===== src/charger_regs.vh =====
// register offsets, field positions, reset values and identity values of the charger bank
`ifndef CHARGER_REGS_VH
`define CHARGER_REGS_VH

// register offsets
`define CTRL_ADDR          8'h01
`define FLOAT_ADDR         8'h02
`define IDENT_ADDR         8'h03
`define ICHG_ADDR          8'h04

// control register fields
`define CTRL_DISABLE_BIT   2
`define CTRL_MODE_BIT      0
`define CTRL_RESET         8'h00

// float-voltage register fields
`define FLOAT_CODE_MSB     7
`define FLOAT_CODE_LSB     2
`define FLOAT_POL_BIT      1
`define FLOAT_EN_BIT       0
`define FLOAT_RESET        8'h0A

// charge-current register fields
`define ICHG_RESET_BIT     7
`define ICHG_RESET         8'h89

// identity fields, values arbitrary
`define IDENT_SUPPLIER     3'h2
`define IDENT_PART         3'h3
`define IDENT_REVISION     2'h1

`endif


===== src/boost_pin_sync.v =====
// boost-request pin synchroniser with polarity and enable
module boost_pin_sync (
    // clock and reset
    input  wire clk,
    input  wire rst,
    // pin and controls
    input  wire boost_pin,
    input  wire boost_pin_polarity,
    input  wire boost_pin_enable,
    // qualified request
    output wire boost_request
);

    reg sync1_reg;
    reg sync2_reg;

    // two-flop synchroniser for the asynchronous pin
    always @(posedge clk or posedge rst) begin
        if (rst) begin
            sync1_reg <= 1'b0;
            sync2_reg <= 1'b0;
        end else begin
            sync1_reg <= boost_pin;
            sync2_reg <= sync1_reg;
        end
    end

    // polarity 0 active low, 1 active high; ignored when disabled
    assign boost_request = boost_pin_enable & ~(sync2_reg ^ boost_pin_polarity);

endmodule


===== src/charger_control_registers.v =====
// register bank of the switching charger: control, float voltage, identity, parameter reset
`include "charger_regs.vh"

module charger_control_registers (
    // clock and reset
    input  wire       clk,
    input  wire       rst,
    // register access from the serial control front end
    input  wire [7:0] reg_addr,
    input  wire [7:0] reg_wdata,
    input  wire       reg_wr,
    input  wire       reg_rd,
    output reg  [7:0] reg_rdata_reg,
    output reg        reg_rvalid_reg,
    // external boost-request pin
    input  wire       boost_pin,
    // controls to the power stage
    output reg        charge_active_reg,
    output reg        boost_active_reg,
    output reg        safety_timer_32s_run_reg,
    output reg  [5:0] float_voltage_code_reg,
    output reg        param_reset_pulse_reg
);

    // reset values and write mask, sized once so every use keeps its width
    localparam [7:0] CTRL_DEFAULT  = `CTRL_RESET;
    localparam [7:0] FLOAT_DEFAULT = `FLOAT_RESET;
    localparam [7:0] ICHG_DEFAULT  = `ICHG_RESET;
    localparam [7:0] CTRL_WR_MASK  = (8'h01 << `CTRL_DISABLE_BIT) | (8'h01 << `CTRL_MODE_BIT);

    // register state and next values
    reg  [7:0] ctrl_reg;
    reg  [7:0] ctrl_next;
    reg  [7:0] float_reg;
    reg  [7:0] float_next;
    reg  [6:0] ichg_reg;
    reg  [6:0] ichg_next;
    reg  [7:0] rdata_next;
    // power-stage next values
    reg        charge_active_next;
    reg        boost_active_next;
    reg        safety_timer_32s_run_next;
    // address decode and write strobes
    wire       ctrl_sel;
    wire       float_sel;
    wire       ident_sel;
    wire       ichg_sel;
    wire       ctrl_wr;
    wire       float_wr;
    wire       ichg_wr;
    // register fields
    wire       charge_disable;
    wire       operating_mode_select;
    wire       boost_pin_polarity;
    wire       boost_pin_enable;
    wire [5:0] float_voltage_code;
    // identity fields
    wire [2:0] supplier_field;
    wire [2:0] part_number_field;
    wire [1:0] revision_field;
    wire [7:0] ident_value;
    // derived controls
    wire       param_reset;
    wire       boost_request;
    wire       mode_boost;

    // qualified boost request from the external pin
    boost_pin_sync pin_sync (
        .clk                (clk),
        .rst                (rst),
        .boost_pin          (boost_pin),
        .boost_pin_polarity (boost_pin_polarity),
        .boost_pin_enable   (boost_pin_enable),
        .boost_request      (boost_request)
    );

    // address decode
    assign ctrl_sel  = (reg_addr == `CTRL_ADDR);
    assign float_sel = (reg_addr == `FLOAT_ADDR);
    assign ident_sel = (reg_addr == `IDENT_ADDR);
    assign ichg_sel  = (reg_addr == `ICHG_ADDR);

    // write strobes; the identity register takes none
    assign ctrl_wr  = reg_wr & ctrl_sel;
    assign float_wr = reg_wr & float_sel;
    assign ichg_wr  = reg_wr & ichg_sel;

    // write of 1 to the reset bit; acts only in the cycle of the write
    assign param_reset = ichg_wr & reg_wdata[`ICHG_RESET_BIT];

    // register fields
    assign charge_disable        = ctrl_reg[`CTRL_DISABLE_BIT];
    assign operating_mode_select = ctrl_reg[`CTRL_MODE_BIT];
    assign boost_pin_polarity    = float_reg[`FLOAT_POL_BIT];
    assign boost_pin_enable      = float_reg[`FLOAT_EN_BIT];
    assign float_voltage_code    = float_reg[`FLOAT_CODE_MSB:`FLOAT_CODE_LSB];

    // fixed identity word: supplier, part number, revision
    assign supplier_field    = `IDENT_SUPPLIER;
    assign part_number_field = `IDENT_PART;
    assign revision_field    = `IDENT_REVISION;
    assign ident_value       = {supplier_field, part_number_field, revision_field};

    // effective mode: register bit or honoured pin request
    assign mode_boost = operating_mode_select | boost_request;

    // control register; only disable and mode bits are stored
    always @* begin
        ctrl_next = ctrl_reg;
        if (param_reset) begin
            ctrl_next = CTRL_DEFAULT;
        end else if (ctrl_wr) begin
            ctrl_next = reg_wdata & CTRL_WR_MASK;
        end
    end

    // float-voltage register with pin polarity and enable
    always @* begin
        float_next = float_reg;
        if (param_reset) begin
            float_next = FLOAT_DEFAULT;
        end else if (float_wr) begin
            float_next = reg_wdata;
        end
    end

    // charge-current storage; bit 7 is write-only and never stored
    always @* begin
        ichg_next = ichg_reg;
        if (param_reset) begin
            ichg_next = ICHG_DEFAULT[6:0];
        end else if (ichg_wr) begin
            ichg_next = reg_wdata[6:0];
        end
    end

    // read multiplexer; unmapped addresses read zero
    always @* begin
        rdata_next = 8'h00;
        if (ctrl_sel) begin
            rdata_next = ctrl_reg;
        end else if (float_sel) begin
            rdata_next = float_reg;
        end else if (ident_sel) begin
            rdata_next = ident_value;
        end else if (ichg_sel) begin
            rdata_next = {1'b0, ichg_reg}; // write-only bit reads 0
        end
    end

    // register state
    always @(posedge clk or posedge rst) begin
        if (rst) begin
            ctrl_reg  <= CTRL_DEFAULT;
            float_reg <= FLOAT_DEFAULT;
            ichg_reg  <= ICHG_DEFAULT[6:0];
        end else begin
            ctrl_reg  <= ctrl_next;
            float_reg <= float_next;
            ichg_reg  <= ichg_next;
        end
    end

    // read valid, one cycle after the strobe
    always @(posedge clk or posedge rst) begin
        if (rst) begin
            reg_rvalid_reg <= 1'b0;
        end else begin
            reg_rvalid_reg <= reg_rd;
        end
    end

    // read data, held until the next read
    always @(posedge clk or posedge rst) begin
        if (rst) begin
            reg_rdata_reg <= 8'h00;
        end else begin
            if (reg_rd) begin
                reg_rdata_reg <= rdata_next;
            end
        end
    end

    // power-stage decisions; the disable bit leaves the safety timer alone
    always @* begin
        boost_active_next         = mode_boost;
        charge_active_next        = ~charge_disable & ~mode_boost;
        safety_timer_32s_run_next = ~mode_boost;
    end

    // controls to the power stage
    always @(posedge clk or posedge rst) begin
        if (rst) begin
            charge_active_reg        <= 1'b0;
            boost_active_reg         <= 1'b0;
            safety_timer_32s_run_reg <= 1'b0;
            float_voltage_code_reg   <= FLOAT_DEFAULT[`FLOAT_CODE_MSB:`FLOAT_CODE_LSB];
        end else begin
            charge_active_reg        <= charge_active_next;
            boost_active_reg         <= boost_active_next;
            safety_timer_32s_run_reg <= safety_timer_32s_run_next;
            float_voltage_code_reg   <= float_voltage_code;
        end
    end

    // parameter-reset pulse, one cycle per reset write
    always @(posedge clk or posedge rst) begin
        if (rst) begin
            param_reset_pulse_reg <= 1'b0;
        end else begin
            param_reset_pulse_reg <= param_reset;
        end
    end

endmodule


===== config.mk =====
export PLATFORM = sky130hd
export DESIGN_NAME = charger_control_registers
export DESIGN_NICKNAME = d
export VERILOG_FILES = /design/src/boost_pin_sync.v /design/src/charger_control_registers.v
export VERILOG_INCLUDE_DIRS = /design/src
export SDC_FILE = /design/constraint.sdc
export NUM_CORES = 1
export LEC_CHECK = 0
export BUFFER_PORTS_ARGS = -buffer_cell sky130_fd_sc_hd__buf_2
export CAP_MARGIN = 20
export CORE_ASPECT_RATIO = 0.9
export CORE_MARGIN = 2
export CORE_UTILIZATION = 35
export CTS_CLUSTER_DIAMETER = 150
export DETAILED_ROUTE_END_ITERATION = 10
export GPL_TIMING_DRIVEN = 0
export PLACE_DENSITY = 0.6
export SLEW_MARGIN = 25
export SYNTH_ARGS = -nofsm -noshare
export SYNTH_HDL_FRONTEND = slang
export SYNTH_SLANG_ARGS = --single-unit

===== constraint.sdc =====
create_clock -name clk -period 2.1 [get_ports clk]
set_input_delay 0.315 -clock clk [delete_from_list [all_inputs] [get_ports clk]]
set_output_delay 0.315 -clock clk [all_outputs]
set_load 0.005 [all_outputs]

==> impl_metrics.json, run 1 <==
{
  "gp_congestion": 0.765,
  "ys_seq_area_share_pct": 59.2,
  "p_per_area_nw_per_um2": 712,
  "crit_end": "float_reg[6]",
  "worst_slack_ns": 0.350,
  "worst-path-max-fanout": 8,
  "ys_warn_count": 0,
  "core_area_um2": 4460,
  "avgSynthCellArea_um2": 11.1,
  "placed_area_um2": 1890,
  "cts_made_buffers": 5,
  "tritoncts": "built",
  "max_freq_ghz": 0.571,
  "vdd_drop_max_mv": 0.425,
  "crit_type": "in2reg",
  "pre_cts_slack_ns": 0.0371,
  "yosysTopAreaCellShare_pct": 51.0,
  "synthDistinctLibCells": 35,
  "holdWs_ns": 0.125,
  "placement_rows": 23,
  "tightest_slew_ns": 0.763,
  "critPathArrivalTime_ns": 1.93,
  "clkTransAtPathRegs_ns": 0.07,
  "clock_sinks": 38,
  "power_uw": 1410,
  "rsz0062_at_grt": "no",
  "start_util_pct": 36.3,
  "grt_pass1_vias": 1265,
  "antenna_found_initial": 0,
  "grt_overflow_total": 0,
  "groute.usage.overall_pct": 16.2,
  "finalHoldViolations": 0,
  "fin_nets": 212,
  "outcome": "complete, no violations",
  "r2r_slack_ns": 1.03,
  "maxSlewViolCount": 0,
  "reg2regPathDepth": 3,
  "die_y_um": 68.5,
  "final-setup-viol-count": 0,
  "r2r-end": "reg_rdata_reg[0]",
  "routed_via_density": 4.89,
  "critPathLaunch": "reg_addr[5]",
  "required_ns": 2.28,
  "drive_above_1_share_pct": 32.8,
  "vias": 1241,
  "postCtsResizedCells": 0,
  "first_pass_iters": 4,
  "post_drt_wl_per_cell_um": 14.6,
  "fin_setup_tns_ns": 0,
  "synth_top_area_cell": "dfrtp_1",
  "stdcell_area_um2": 1980,
  "place_hpwl_mm": 2.65,
  "fin_crit_ns": 1.75,
  "skew_ns": 0.00987,
  "leakagePower_uw": 0.00107,
  "die-area_um2": 5180,
  "syn_nets": 167,
  "post-route-period-util_pct": 83.3,
  "cts_htree_levels": 2,
  "io_buffers": 38,
  "dieWidth_um": 75.7,
  "drt_iter0_markers": 41,
  "antenna_cells": 0,
  "netlist_top_cells_area": "dfrtp_1, dfstp_2, nand2_1",
  "syn_area_um2": 1620,
  "root_buffer": "clkbuf_8",
  "post_cts_buffers": 0,
  "cp-end-kind": "register",
  "insertion_delay_ns": 0.30,
  "area_growth_pct": 22.2,
  "wirelength_mm": 3.70,
  "top_level_ports": 40,
  "cp-start-kind": "input port",
  "grt_max_degree": 39,
  "drc": 0,
  "grt_pass1_wl_mm": 6.02,
  "ant_nets": 0,
  "cts_hold_buf": 0,
  "ys_seq_elements": 38,
  "timing.rr.start": "float_reg[0]",
  "drv_cap": 0,
  "clockBufferDepth": 2,
  "synth_cells": 146,
  "slew_headroom_pct": 49.1,
  "hold_class": "in2reg"
}
-- critical path, cell delays in order --
cell	delay [ns]
buf_2	0.11
or4_4	0.56
nor3_2	0.45
nand2_1	0.20
inv_2	0.22
nor2_1	0.07
-- per-stage QoR --
stage          util [%]  cells
2_1_floorplan         -    146
3_3_place_gp       42.3    246
3_5_place_dp       42.3    246
4_1_cts            44.3    254
5_1_grt            44.3    254
6_report           44.3    254
-- layout by cell type (no fill, tap or decap), types with 2 or more instances in the layout --
cell type / Yosys / final
clkbuf_1: 1 / 2
inv_2: 1 / 2
a21o_1: 4 / 4
nor2_1: 7 / 7
a22o_1: 3 / 3
nor3_2: 4 / 4
nand2b_1: 3 / 3
nor2b_1: 4 / 4
o21ai_0: 4 / 4
inv_1: 4 / 3
and3_1: 2 / 2
nand3b_1: 5 / 5
dfstp_2: 5 / 5
nand2_1: 21 / 21
buf_2: 2 / 40
nand3_1: 11 / 11
dfrtp_1: 33 / 33
a21oi_1: 9 / 9
clkbuf_8: 0 / 6
mux2i_1: 7 / 7
-- how the worst min path moves through the flow --
stage               slack (ns)                from  depth (start not counted)                 end
global route              0.12           boost_pin                          1  pin_sync.sync1_reg
detailed placement        0.34  pin_sync.sync1_reg                          0  pin_sync.sync2_reg
CTS                       0.12           boost_pin                          1  pin_sync.sync1_reg
floorplan                 0.33  pin_sync.sync1_reg                          0  pin_sync.sync2_reg
global placement          0.33  pin_sync.sync1_reg                          0  pin_sync.sync2_reg
finish                    0.13           boost_pin                          1  pin_sync.sync1_reg
-- final cells by class --
type / count / area, µm²
Sequential cell: 38 / 957
Fill cell: 449 / 2480
Clock inverter: 1 / 5.00
Timing Repair Buffer: 38 / 190
Buffer: 4 / 21.3
Inverter: 6 / 22.5
Tap cell: 62 / 77.6
Clock buffer: 7 / 86.3
Multi-Input combinational cell: 98 / 617
-- cell usage after synthesis (all sizes together) --
master and n:
nor3 4, nand3b 5, or3b 1, nand4 1, a221o 1, clkbuf 1
a21oi 9, nor4 1, clkinv 1, dfstp 5, a21o 4, nor2b 4
and3 2, a311oi 1, dfrtp 33, xnor2 1, a22o 3, buf 3
mux2i 7, and4 1, nand2b 3, a31oi 1, and2 1, nand3 11
or3 1, nand2 21, nor2 7, nor4b 1, inv 5, nor3b 1
o21ai 5, or4 1
-- per-layer routing --
metal / wire length (µm) / vias up / GRT usage (%) / share of wire, %
li1: - / 600 / - / -
met1: 1670 / 602 / 19.7 / 45
met2: 1780 / 35 / 27.3 / 48
met3: 219 / 4 / 6.25 / 5.9
met4: 38 / 0 / 3.95 / 1.0
met5: 0 / - / 0 / 0
-- kinds of logic after synthesis --
logic type / share of synthesized area (%)
compound gates: 9.36
xor+xnor: 0.541
buf+inv: 2.71
flops: 59.2
mux: 4.33
simple gates: 23.9
-- power breakdown --
group | switching [µW] | internal [µW] | leakage, µW | total, µW
combinational | 66.9 | 45.1 | 0.000531 | 112
clock | 249 | 265 | 0.0000482 | 513
sequential | 16.1 | 767 | 0.000493 | 783
total | 332 | 1080 | 0.00107 | 1410
(Power assumes the default switching activity.)
==> run 2, diff against run 1 <==
Settings changed: PLACE_DENSITY 0.6 to 0.62.
Clock period 2.1 ns to 1.51 ns, I/O delays scaled along.
==> impl_metrics.json, run 2 (synthesis gave the netlist of run 1 again) <==
{
  "outcome": "complete, no violations",
  "core_area_um2": 4460,
  "grt_overflow_total": 0,
  "skew_ns": 0.00589,
  "area_growth_pct": 25.9,
  "first_pass_iters": 4,
  "slew_headroom_pct": 68.9,
  "gp_congestion": 0.797,
  "groute.usage.overall_pct": 14.6,
  "root_buffer": "clkbuf_8",
  "crit_type": "in2reg",
  "wirelength_mm": 3.50,
  "hold_class": "in2reg",
  "worst_slack_ns": 0.0355,
  "top_level_ports": 40,
  "final-setup-viol-count": 0,
  "final_common_cell": "buf_2",
  "drv_cap": 0,
  "grt_max_degree": 31,
  "routed_via_density": 4.71,
  "grt_pass1_wl_mm": 5.52,
  "place_hpwl_mm": 2.48,
  "antenna_cells": 0,
  "required_ns": 1.68,
  "grt_pass1_vias": 1144,
  "post_drt_wl_per_cell_um": 13.6,
  "fin_nets": 215,
  "leakagePower_uw": 0.00110,
  "cp-end-kind": "register",
  "die_y_um": 68.5,
  "tritoncts": "built",
  "vdd_drop_max_mv": 0.744,
  "critPathArrivalTime_ns": 1.64,
  "post-route-period-util_pct": 97.7,
  "tightest_slew_ns": 0.466,
  "rsz0062_at_grt": "no",
  "most-common-layout-cells": "buf_2, dfrtp_1, nand2_1",
  "p_per_area_nw_per_um2": 958,
  "insertion_delay_ns": 0.28,
  "stdcell_area_um2": 2040,
  "placement_rows": 23,
  "cts_made_buffers": 5,
  "cp-start-kind": "input port",
  "fin_crit_ns": 1.47,
  "placed_area_um2": 1910,
  "cts_htree_levels": 2,
  "worst-path-max-fanout": 8,
  "clkTransAtPathRegs_ns": 0.07,
  "pre_cts_slack_ns": -0.440,
  "io_buffers": 38,
  "vias": 1211,
  "start_util_pct": 36.3,
  "fillers": 440,
  "maxSlewViolCount": 0,
  "drc": 0,
  "clock_sinks": 38,
  "clockBufferDepth": 2,
  "drt_iter0_markers": 61,
  "ant_nets": 0,
  "antenna_found_initial": 0,
  "max_freq_ghz": 0.678,
  "holdWs_ns": 0.0472,
  "dieWidth_um": 75.7,
  "drive_above_1_share_pct": 33.8,
  "finalHoldViolations": 0,
  "power_uw": 1950,
  "die-area_um2": 5180
}
## run 2: cell count changes in the layout (fill, tap and decap cells not counted), sizes merged
cell and delta:
dlygate4sd3 +1, buf +2
## run 2: what timing repair did
| action | CTS | global route |
|---|---|---|
| hold buffers | 1 | 0 |
| pin swaps | 1 | 1 |
| buffers inserted | 0 | 1 |
| resized for setup | 2 | 2 |
| endpoints found under the setup margin | 9 | 11 |
| cloned | 0 | 0 |
| hold endpoints to repair | 7 | 0 |
## run 2: through the flow
step / utilization [%] / setup TNS [ns] / cells
2_1_floorplan: - / 0 / 146
3_3_place_gp: 42.3 / -9.48 / 246
3_5_place_dp: 42.7 / -7.11 / 247
4_1_cts: 45.3 / 0 / 256
5_1_grt: 45.7 / 0 / 257
6_report: 45.7 / 0 / 257
## run 2: layer usage
metal | share of wire (%) | global-route usage, %
met2 | 46 | 22.3
met4 | 0.49 | 4.61
met3 | 6.8 | 4.36
met5 | 0 | 0
met1 | 47 | 20.1
## run 2: final timing paths
path,cells past startpoint,startpoint,slack (ns),end
min reg2reg,0,pin_sync.sync1_reg,0.35,pin_sync.sync2_reg
min in group asynchronous,3,rst,0.39,reg_rdata_reg[3]
max in group asynchronous,4,rst,0.63,ichg_reg[0]
max reg2reg,3,float_reg[0],0.44,reg_rdata_reg[0]
min,1,boost_pin,0.05,pin_sync.sync1_reg
max,6,reg_addr[5],0.04,float_reg[2]
## run 2: power breakdown
part / total (µW) / leakage (µW) / internal, µW / switching, µW
registers: 1090 / 0.000493 / 1070 / 21.8
logic: 168 / 0.000562 / 70.7 / 97.4
clock network: 696 / 0.0000482 / 368 / 328
## run 2: worst max-delay path, stage by stage
cell	delay (ns)
buf_2	0.12
or4_4	0.58
nor3_4	0.30
nand2_1	0.18
inv_4	0.17
nor2_1	0.06
## run 2: layout make-up
| cell class | count | area [µm²] | share of cell area [%] |
|---|---|---|---|
| flip-flops and latches | 38 | 957 | 47.0 |
| multi-input cells | 98 | 637 | 31.3 |
| repair buffers | 41 | 228 | 11.2 |
| clock buffers | 7 | 86.3 | 4.24 |
| well taps | 62 | 77.6 | 3.81 |
| inverters | 6 | 25.0 | 1.23 |
| plain buffers | 4 | 21.3 | 1.04 |
| clock inverters | 1 | 5.00 | 0.246 |
